**src/verilog/cmc_pkg.sv**
```systemverilog
// Operation
// - listen-only: receive frames, send only recessive, never transmit.
// - listen-only: dominant bits to send loop back inside; bus recessive.
// - module enable low gates all controller clocks off.
// - sleep stops all clocks except those for register access.
// - wake irq only when asleep, wake enabled and wake irq enabled.
// - with cpu running, sleep is the only low-power state.
// - cpu wait with stop-in-wait forces power down; then restart to normal.
// - cpu stop forces power down whatever the sleep and stop-in-wait bits.
// - sleep waits until every transmit buffer is empty again.
// - sleep waits for bus idle when receiving, otherwise enters at once.
// - sleep ack set once asleep; sleep request cannot be cleared before that.
// - bus-off recovery count pauses in sleep, resumes after; tx recessive.
// - in sleep rx full may be cleared but nothing moves into foreground.
// - in sleep transmit flags stay clearable but aborts wait for wake-up.
// - in sleep without wake enable the internal receive line stays recessive.
// - sleep ends on bus activity with wake enable, request cleared, init request or module disable.
// - after wake-up wait for 11 recessive bits before joining the bus.
// - deferred receive moves, aborts and transmissions run after wake-up.
// - init aborts transfers at once, drops sync, forces transmit recessive.
// - init mode resets control and flag registers, opens config writes.
// - init ack follows request after sync delay; request held until then.
// - power down aborts transfers at once and forces transmit recessive.
package cmc_pkg;
    // ****************************************************
    // register offsets
    // ****************************************************
    localparam logic [7:0] ADDR_CTRL = 8'h00;
    localparam logic [7:0] ADDR_STATUS = 8'h04;
    localparam logic [7:0] ADDR_TXE = 8'h08;
    localparam logic [7:0] ADDR_RXF = 8'h0C;
    localparam logic [7:0] ADDR_ABORT = 8'h10;
    localparam logic [7:0] ADDR_WAKE = 8'h14;
    // ****************************************************
    // field positions
    // ****************************************************
    localparam int CTRL_INIT = 0;
    localparam int CTRL_SLEEP = 1;
    localparam int CTRL_WAKE_EN = 2;
    localparam int CTRL_STOP_WAIT = 3;
    localparam int CTRL_WAKE_IRQ_EN = 4;
    localparam int CTRL_LISTEN = 5;
    localparam int CTRL_ENABLE = 7;
    localparam int STAT_INIT_ACK = 0;
    localparam int STAT_SLEEP_ACK = 1;
    localparam int STAT_POWER_DOWN = 2;
    localparam int STAT_SYNCED = 3;
    // ****************************************************
    // reset values and timing
    // ****************************************************
    localparam logic INIT_REQ_RESET = 1'b1;
    localparam logic ENABLE_RESET = 1'b0;
    localparam logic TX_EMPTY_RESET = 1'b1;
    localparam int INIT_BUS_CLKS = 2;
    localparam int INIT_CAN_CLKS = 3;
    localparam int INIT_DELAY = INIT_BUS_CLKS + INIT_CAN_CLKS;
    localparam int WAKE_REC_BITS = 11;
    typedef enum logic [1:0] {
        ST_NORMAL = 2'b00,
        ST_SLEEP_PEND = 2'b01,
        ST_ASLEEP = 2'b10,
        ST_RESYNC = 2'b11
    } cmc_state_t;
endpackage

```
**src/verilog/cmc_mode_ctrl.sv**
```systemverilog
// Design decisions made here: the address map and register access over AHB-Lite.
`timescale 1ns/100ps
module cmc_mode_ctrl import cmc_pkg::*; #(
    parameter int NUM_TX = 3
) (
    input wire logic CLOCK,
    input wire logic RST,
    input wire logic HSEL,
    input wire logic [31:0] HADDR,
    input wire logic [1:0] HTRANS,
    input wire logic HWRITE,
    input wire logic [2:0] HSIZE,
    input wire logic [31:0] HWDATA,
    input wire logic HREADY,
    output logic [31:0] HRDATA,
    output logic HREADYOUT,
    output logic HRESP,
    input wire logic BUS_RX_PIN,
    output logic BUS_TX_PIN,
    input wire logic CPU_WAIT,
    input wire logic CPU_STOP,
    input wire logic PROTO_TX,
    input wire logic PROTO_TX_BUSY,
    input wire logic PROTO_RX_BUSY,
    input wire logic BUS_IDLE,
    input wire logic BIT_TICK,
    input wire logic RX_BG_VALID,
    input wire logic [NUM_TX-1:0] TX_BUF_DONE,
    output logic CORE_RX,
    output logic CORE_CLK_EN,
    output logic REG_CLK_EN,
    output logic TX_START_EN,
    output logic CORE_ABORT,
    output logic CORE_INIT,
    output logic CONFIG_WR_EN,
    output logic BUSOFF_CNT_EN,
    output logic RX_MOVE,
    output logic [NUM_TX-1:0] TX_SCHEDULED,
    output logic [NUM_TX-1:0] ABORT_REQ,
    output logic WAKE_IRQ
);
    function automatic logic is_reg(input logic [7:0] a, input logic [7:0] o);
        is_reg = (a == o);
    endfunction

    // ****************************************************
    // pin synchronisers
    // ****************************************************
    logic rx_meta, rx_s, wait_meta, wait_s, stop_meta, stop_s;
    always_ff @(posedge CLOCK) begin
        if (RST) begin
            rx_meta <= 1'b1;
            rx_s <= 1'b1;
            wait_meta <= 1'b0;
            wait_s <= 1'b0;
            stop_meta <= 1'b0;
            stop_s <= 1'b0;
        end else begin
            rx_meta <= BUS_RX_PIN;
            rx_s <= rx_meta;
            wait_meta <= CPU_WAIT;
            wait_s <= wait_meta;
            stop_meta <= CPU_STOP;
            stop_s <= stop_meta;
        end
    end

    // ****************************************************
    // ahb-lite slave
    // ****************************************************
    logic wr_pend, rd_pend, dp_hi;
    logic [7:0] dp_addr;
    wire addr_ok = HSEL & HREADY & HTRANS[1];
    // reads take one wait state so a write just before is seen
    always_ff @(posedge CLOCK) begin
        if (RST) begin
            wr_pend <= 1'b0;
            rd_pend <= 1'b0;
            dp_addr <= 8'h00;
            dp_hi <= 1'b0;
        end else begin
            wr_pend <= addr_ok & HWRITE;
            rd_pend <= addr_ok & ~HWRITE;
            if (addr_ok) begin
                dp_addr <= HADDR[7:0];
                dp_hi <= (HADDR[31:8] == 24'h000000);
            end
        end
    end
    wire [31:0] wd = HWDATA;
    wire sw_ctrl = wr_pend & dp_hi & is_reg(dp_addr, ADDR_CTRL);
    wire sw_txe = wr_pend & dp_hi & is_reg(dp_addr, ADDR_TXE);
    wire sw_rxf = wr_pend & dp_hi & is_reg(dp_addr, ADDR_RXF);
    wire sw_abort = wr_pend & dp_hi & is_reg(dp_addr, ADDR_ABORT);
    wire sw_wake = wr_pend & dp_hi & is_reg(dp_addr, ADDR_WAKE);

    // ****************************************************
    // control bits and mode decode
    // ****************************************************
    logic module_enable, stop_in_wait, wakeup_enable, wake_irq_en;
    logic listen_only, init_request, sleep_request, init_ack;
    logic [2:0] init_cnt;
    logic [3:0] rec_cnt;
    cmc_state_t state, next_state;
    wire pd = stop_s | (wait_s & stop_in_wait);
    wire in_init = init_request;
    wire init_enter = init_request & (init_cnt == 3'h0);
    wire run = module_enable & ~pd & ~in_init;
    wire awake = run & (state != ST_ASLEEP);
    wire synced = awake & (state != ST_RESYNC);
    wire all_empty;
    wire wake_hit = (state == ST_ASLEEP) & wakeup_enable & ~rx_s;
    wire rec_done = BIT_TICK & rx_s & run &
        (rec_cnt == 4'(WAKE_REC_BITS - 1));
    wire sleep_ok = all_empty & ~PROTO_TX_BUSY &
        (~PROTO_RX_BUSY | BUS_IDLE);

    always_ff @(posedge CLOCK) begin
        if (RST) begin
            module_enable <= ENABLE_RESET;
            init_request <= INIT_REQ_RESET;
            stop_in_wait <= 1'b0;
            wakeup_enable <= 1'b0;
            wake_irq_en <= 1'b0;
            listen_only <= 1'b0;
            sleep_request <= 1'b0;
        end else begin
            if (sw_ctrl) begin
                module_enable <= wd[CTRL_ENABLE];
                stop_in_wait <= wd[CTRL_STOP_WAIT];
                wakeup_enable <= wd[CTRL_WAKE_EN];
                wake_irq_en <= wd[CTRL_WAKE_IRQ_EN];
                if (in_init) begin
                    listen_only <= wd[CTRL_LISTEN];
                end
                if (wd[CTRL_INIT] | init_ack) begin
                    init_request <= wd[CTRL_INIT];
                end
                // a set request may only be withdrawn once asleep
                if (wd[CTRL_SLEEP] | (state == ST_ASLEEP)) begin
                    sleep_request <= wd[CTRL_SLEEP];
                end
            end
            if (wake_hit) begin
                sleep_request <= 1'b0;
            end
            if (init_enter) begin
                sleep_request <= 1'b0;
                wakeup_enable <= 1'b0;
                stop_in_wait <= 1'b0;
                wake_irq_en <= 1'b0;
            end
        end
    end

    // ****************************************************
    // init handshake
    // ****************************************************
    // one clock here stands for both domains; the delay keeps the
    // documented minimum of bus plus can clocks
    always_ff @(posedge CLOCK) begin
        if (RST) begin
            init_cnt <= 3'h0;
            init_ack <= 1'b0;
        end else begin
            if (!init_request) begin
                init_cnt <= 3'h0;
            end else if (init_cnt != 3'(INIT_DELAY)) begin
                init_cnt <= init_cnt + 3'h1;
            end
            init_ack <= init_request & (init_cnt == 3'(INIT_DELAY));
        end
    end

    // ****************************************************
    // sleep state machine
    // ****************************************************
    always_comb begin
        next_state = state;
        unique case (state)
            ST_NORMAL: begin
                if (sleep_request) next_state = ST_SLEEP_PEND;
            end
            ST_SLEEP_PEND: begin
                if (!sleep_request) next_state = ST_NORMAL;
                else if (sleep_ok) next_state = ST_ASLEEP;
            end
            ST_ASLEEP: begin
                if (!sleep_request | wake_hit) next_state = ST_RESYNC;
            end
            ST_RESYNC: begin
                if (rec_done) next_state = ST_NORMAL;
            end
        endcase
        // power down outside sleep means a full restart
        if (~module_enable | in_init | (pd & (state != ST_ASLEEP))) begin
            next_state = ST_RESYNC;
        end
    end

    always_ff @(posedge CLOCK) begin
        if (RST) begin
            state <= ST_RESYNC;
            rec_cnt <= 4'h0;
        end else begin
            state <= next_state;
            if ((state != ST_RESYNC) | ~run) begin
                rec_cnt <= 4'h0;
            end else if (BIT_TICK) begin
                rec_cnt <= rx_s ? rec_cnt + 4'h1 : 4'h0;
            end
        end
    end

    // ****************************************************
    // buffer flags
    // ****************************************************
    logic [NUM_TX-1:0] tx_empty, abort_req;
    logic rx_full, wake_flag;
    assign all_empty = &tx_empty;
    // foreground load is held off in sleep and done after wake-up
    wire rx_move = RX_BG_VALID & ~rx_full & awake;
    always_ff @(posedge CLOCK) begin
        if (RST) begin
            tx_empty <= {NUM_TX{TX_EMPTY_RESET}};
            abort_req <= '0;
            rx_full <= 1'b0;
            wake_flag <= 1'b0;
        end else if (init_enter) begin
            tx_empty <= {NUM_TX{TX_EMPTY_RESET}};
            abort_req <= '0;
            rx_full <= 1'b0;
            wake_flag <= 1'b0;
        end else begin
            // hardware sets win over same-cycle software clears
            tx_empty <= (tx_empty & ~({NUM_TX{sw_txe}} & wd[NUM_TX-1:0]))
                | TX_BUF_DONE;
            abort_req <= (abort_req | ({NUM_TX{sw_abort}} & wd[NUM_TX-1:0]))
                & ~TX_BUF_DONE;
            rx_full <= (rx_full & ~(sw_rxf & wd[0])) | rx_move;
            wake_flag <= (wake_flag & ~(sw_wake & wd[0])) | wake_hit;
        end
    end

    // ****************************************************
    // outputs
    // ****************************************************
    wire next_tx_pin = (synced & ~listen_only) ?
        PROTO_TX : 1'b1;
    wire next_core_rx = ((state == ST_ASLEEP) & ~wakeup_enable) ?
        1'b1 :
        listen_only ? (rx_s & PROTO_TX) : rx_s;
    wire next_core_clk = module_enable & ~pd &
        (state != ST_ASLEEP);
    wire next_reg_clk = module_enable & ~pd;
    wire next_tx_start = synced & ~listen_only;
    wire next_abort = in_init | pd | ~module_enable;
    wire [NUM_TX-1:0] next_sched = ~tx_empty & {NUM_TX{next_tx_start}};
    wire [NUM_TX-1:0] next_abort_req = abort_req & ~tx_empty &
        {NUM_TX{awake}};
    wire next_irq = wake_flag & wake_irq_en;

    wire [7:0] ctrl_val = (8'(module_enable) << CTRL_ENABLE)
        | (8'(listen_only) << CTRL_LISTEN)
        | (8'(wake_irq_en) << CTRL_WAKE_IRQ_EN)
        | (8'(stop_in_wait) << CTRL_STOP_WAIT)
        | (8'(wakeup_enable) << CTRL_WAKE_EN)
        | (8'(sleep_request) << CTRL_SLEEP)
        | (8'(init_request) << CTRL_INIT);
    wire [7:0] stat_val = (8'(init_ack) << STAT_INIT_ACK)
        | (8'(state == ST_ASLEEP) << STAT_SLEEP_ACK)
        | (8'(pd) << STAT_POWER_DOWN)
        | (8'(synced) << STAT_SYNCED);
    wire [31:0] rdata = !dp_hi ? 32'h00000000 :
        is_reg(dp_addr, ADDR_CTRL) ? {24'h000000, ctrl_val} :
        is_reg(dp_addr, ADDR_STATUS) ? {24'h000000, stat_val} :
        is_reg(dp_addr, ADDR_TXE) ? 32'(tx_empty) :
        is_reg(dp_addr, ADDR_RXF) ? 32'(rx_full) :
        is_reg(dp_addr, ADDR_ABORT) ? 32'(abort_req) :
        is_reg(dp_addr, ADDR_WAKE) ? 32'(wake_flag) : 32'h00000000;

    always_ff @(posedge CLOCK) begin
        if (RST) begin
            HRDATA <= 32'h00000000;
            HREADYOUT <= 1'b1;
            HRESP <= 1'b0;
        end else begin
            HREADYOUT <= ~(addr_ok & ~HWRITE);
            HRESP <= 1'b0;
            if (rd_pend) HRDATA <= rdata;
        end
    end

    always_ff @(posedge CLOCK) begin
        if (RST) begin
            BUS_TX_PIN <= 1'b1;
            CORE_RX <= 1'b1;
            CORE_CLK_EN <= 1'b0;
            REG_CLK_EN <= 1'b0;
            TX_START_EN <= 1'b0;
            CORE_ABORT <= 1'b1;
            CORE_INIT <= 1'b1;
            CONFIG_WR_EN <= 1'b0;
            BUSOFF_CNT_EN <= 1'b0;
            RX_MOVE <= 1'b0;
            TX_SCHEDULED <= '0;
            ABORT_REQ <= '0;
            WAKE_IRQ <= 1'b0;
        end else begin
            BUS_TX_PIN <= next_tx_pin;
            CORE_RX <= next_core_rx;
            CORE_CLK_EN <= next_core_clk;
            REG_CLK_EN <= next_reg_clk;
            TX_START_EN <= next_tx_start;
            CORE_ABORT <= next_abort;
            CORE_INIT <= in_init;
            CONFIG_WR_EN <= in_init & init_ack;
            BUSOFF_CNT_EN <= awake;
            RX_MOVE <= rx_move;
            TX_SCHEDULED <= next_sched;
            ABORT_REQ <= next_abort_req;
            WAKE_IRQ <= next_irq;
        end
    end
endmodule // cmc_mode_ctrl

```
**config.mk**
```make
export PLATFORM = sky130hd
export DESIGN_NAME = cmc_mode_ctrl
export DESIGN_NICKNAME = d
export VERILOG_FILES = /design/src/verilog/cmc_pkg.sv /design/src/verilog/cmc_mode_ctrl.sv
export SDC_FILE = /design/constraint.sdc
export NUM_CORES = 1
export LEC_CHECK = 0
export ABC_AREA = 1
export BUFFER_PORTS_ARGS = -buffer_cell sky130_fd_sc_hd__clkbuf_2
export CAP_MARGIN = 20
export CORE_UTILIZATION = 45
export CTS_CLUSTER_DIAMETER = 200
export CTS_CLUSTER_SIZE = 30
export DETAILED_ROUTE_END_ITERATION = 6
export PLACE_DENSITY = 0.78
export SYNTH_ARGS = -nofsm -noshare
export SYNTH_HDL_FRONTEND = slang
export SYNTH_SLANG_ARGS = --single-unit
export TNS_END_PERCENT = 20
```
**constraint.sdc**
```tcl
create_clock -name CLOCK -period 2.35 [get_ports CLOCK]
set_input_delay 0.705 -clock CLOCK [delete_from_list [all_inputs] [get_ports CLOCK]]
set_output_delay 0.705 -clock CLOCK [all_outputs]
set_load 0.1 [all_outputs]
```
==> summary.md <==
| Metric | Value |
|---|---|
| Run status | `finished, final reports clean` |
| Fillers | `637` |
| Setup CP Type | `reg2out` |
| FF+latch count, synth | `67` |
| Sequential share of power | `0.480` |
| CP top delay family | `buffers and inverters` |
| Syn_area_per_cell | `7.62 um2` |
| Detailed Routing Iterations Pass 1 | `4` |
| Total Wirelength | `6110 um` |
| Post-DRT Antenna Nets | `0` |
| Worst setup path startpoint | `HRDATA[2]` |
| Max-Cap Viols | `0` |
| Hold Path Origin | `wait_meta` |
| Post-synth top area share | `0.458` |
| Crit. End Element | `primary output` |
| Synth warn | `0` |
| DRC Markers | `0` |
| Synth top area cells | `dfxtp_1 46%, nand2_1 8.6%, buf_4 6.7%` |
| Final worst-path setup slack | `470 ps` |
| Die Footprint | `6830 um2` |
| Layout cells sized above 1 | `0.279` |
| Syn Inst Count | `384` |
| CTS Buffer Depth | `2` |
| Worst-skew pair later-pin latency | `350 ps` |
| DIE HEIGHT | `82.7 um` |
| CP Cell Sequence | `clkbuf_2` |
| Via/cell ratio | `4.65` |
| Worst path max stage delay | `470 ps` |
| Fin crit period | `1880 ps` |
| Pwr Total | `2.44 mW` |
| DP Cell Count | `539` |
| Ys flop type | `dfxtp_1` |
| Hold-fix buffers, CTS | `0` |
| Async set or reset register ratio after synthesis | `0` |
| Largest net degree at the start of global routing | `20` |
| # diodes | `0` |
| Vias in the first global route | `2340` |
| Setup_tns | `0 ps` |
| IO Pins | `137` |
| Sw Pwr | `738 uW` |
| Cts bufs inserted | `9` |
| Final Instance Area | `3510 um2` |
| Gate power share | `0.153` |
| Least-Margin Pin Slew | `547 ps` |
| CP required | `1640 ps` |
| Area after DPL | `3330 um2` |
| Relative slew slack | `0.634` |
| Placeable Area | `6310 um2` |
| R2R setup slack | `1000 ps` |
| Sequential fraction of the synthesis area | `0.458` |
| Slew Viols, Final | `0` |
| R2r startpoint | `dp_addr[1]` |
| Total track usage | `0.198` |
| Critical path's slowest cell | `clkbuf_2` |
| Rows | `29` |
| Leading area contributor after synthesis | `dfxtp_1` |
| Utilization after layout | `0.557` |
| Via Count | `2578` |
| Hold path cells | `2` |
| Worst Path Buf+Inv | `1` |
| CTS tree | `yes` |
| Final net count | `564` |
| Crit path launch type | `register` |
| Wirelength per Cell | `11.0 um` |
| RSZ-0062 raised after global routing | `false` |
| Switching Share | `0.303` |
| Clk_skew | `12.7 ps` |
| P per Cell Area | `693 nW/um2` |
| Clk slew on worst S/H paths | `70 ps` |
| Final Cycle Share | `0.800` |
| Placer Congestion | `0.819` |
| Initial antenna violation count | `0` |
| Clk pwr share | `0.367` |
| Number of synthesized flops with an enable pin | `0` |
| Filler-free cell count of the finished design | `554` |
| DP Wirelength | `4780 um` |
| Clock Tree Root | `clkbuf_8` |
| Top cells by instance count after synthesis | `67 x dfxtp_1, 67 x nand2_1, 44 x nor2_1` |
| Post-CTS Resized | `0` |
| Cell depth of the worst flop-to-flop path | `8` |
| Hold Crit Endpoint | `wait_s` |
| Crit Path Max Fanout | `2` |
| Pleak | `1.67 nW` |
| # setup viols final | `0` |
| Yosys cell types | `36` |
| Max Clk Rate | `532 MHz` |
| Initial Util | `0.464` |
| Starting DRT DRC Count | `85` |
| R2r endpoint | `in_init` |
| Post-CTS Setup Inserts | `0` |
| Peak supply drop | `0.442 mV` |
| Synth-to-layout area growth | `20.0%` |
| PortBufs | `81` |
| Fin. Hold Viols | `0` |
| Die Width | `82.7 um` |
| Hold_ws | `410 ps` |
| Total grt overflow | `0` |
| First-pass GRT wire length | `9910 um` |
| Internal power | `1.70 mW` |
| H-tree depth | `3` |
| Worst path arrival time | `1180 ps` |
| Synthesized area | `2930 um2` |
| Post-place setup slack | `609 ps` |
| Min-delay worst type | `reg2reg` |
| Clk sinks | `67` |
-- state kept, by name, summed over array words and instances, names as in the netlist, 3 cells and up, named ones only --
name	cells
dp_addr	8
HRDATA	7
rec_cnt	4
ABORT_REQ	3
TX_SCHEDULED	3
abort_req	3
init_cnt	3
tx_empty	3
-- cells by family after synthesis --
logic type,synth area share
buf+inv,0.139
flops,0.458
other cells,0.00128
xor+xnor,0.00598
simple gates,0.251
fa+ha+maj,0.0214
compound gates,0.123
-- power by group through the flow --
stage	combinational, mW	sequential, mW	clock [mW]
floorplan	0.322	1.20	0
global placement	0.364	1.19	0
detailed placement	0.371	1.19	0
CTS	0.372	1.17	0.912
global route	0.404	1.17	0.963
finish	0.372	1.17	0.895
-- per-layer routing --
metal	track usage	part of all wire
met5	0	0
met4	0.0724	0.015
met3	0.0637	0.059
met2	0.356	0.50
met1	0.217	0.43
-- cell type report --
| type | instances | area (um2) | share of cell area |
|---|---|---|---|
| sequential | 67 | 1340 | 0.382 |
| inverter | 52 | 195 | 0.0555 |
| timing repair buffer | 83 | 420 | 0.120 |
| clock inverter | 3 | 22.5 | 0.00641 |
| clock buffer | 12 | 165 | 0.0470 |
| multi-input combinational | 260 | 1270 | 0.362 |
| tap | 77 | 96.3 | 0.0274 |
-- worst max-delay path by stage --
stage            endpoint  slack (ps)  depth (start not counted)
5_1_grt         HRDATA[4]         420                          1
3_3_place_gp   BUS_TX_PIN         650                          8
2_1_floorplan   HRDATA[0]         720                          0
4_1_cts         HRDATA[2]         450                          1
3_5_place_dp   BUS_TX_PIN         610                          8
6_report        HRDATA[2]         470                          1
-- worst min-delay path, stage by stage (launching register included) --
cell     delay, ps
dfxtp_1        300
inv_1           40
nor2_1          30
-- placed cells by master, fill, tap and decap left out, types with 9 or more instances in the layout --
cell / Yosys / layout
o21ai_1: 11 / 11
inv_1: 34 / 34
a21oi_1: 30 / 30
inv_2: 17 / 17
clkbuf_8: 0 / 12
nor2_1: 44 / 44
nand2_1: 67 / 67
o21ai_0: 19 / 19
conb_1: 1 / 26
dfxtp_1: 67 / 67
clkbuf_2: 0 / 81
nand3_1: 9 / 9
Note: power is estimated with default switching activity, not from simulation.
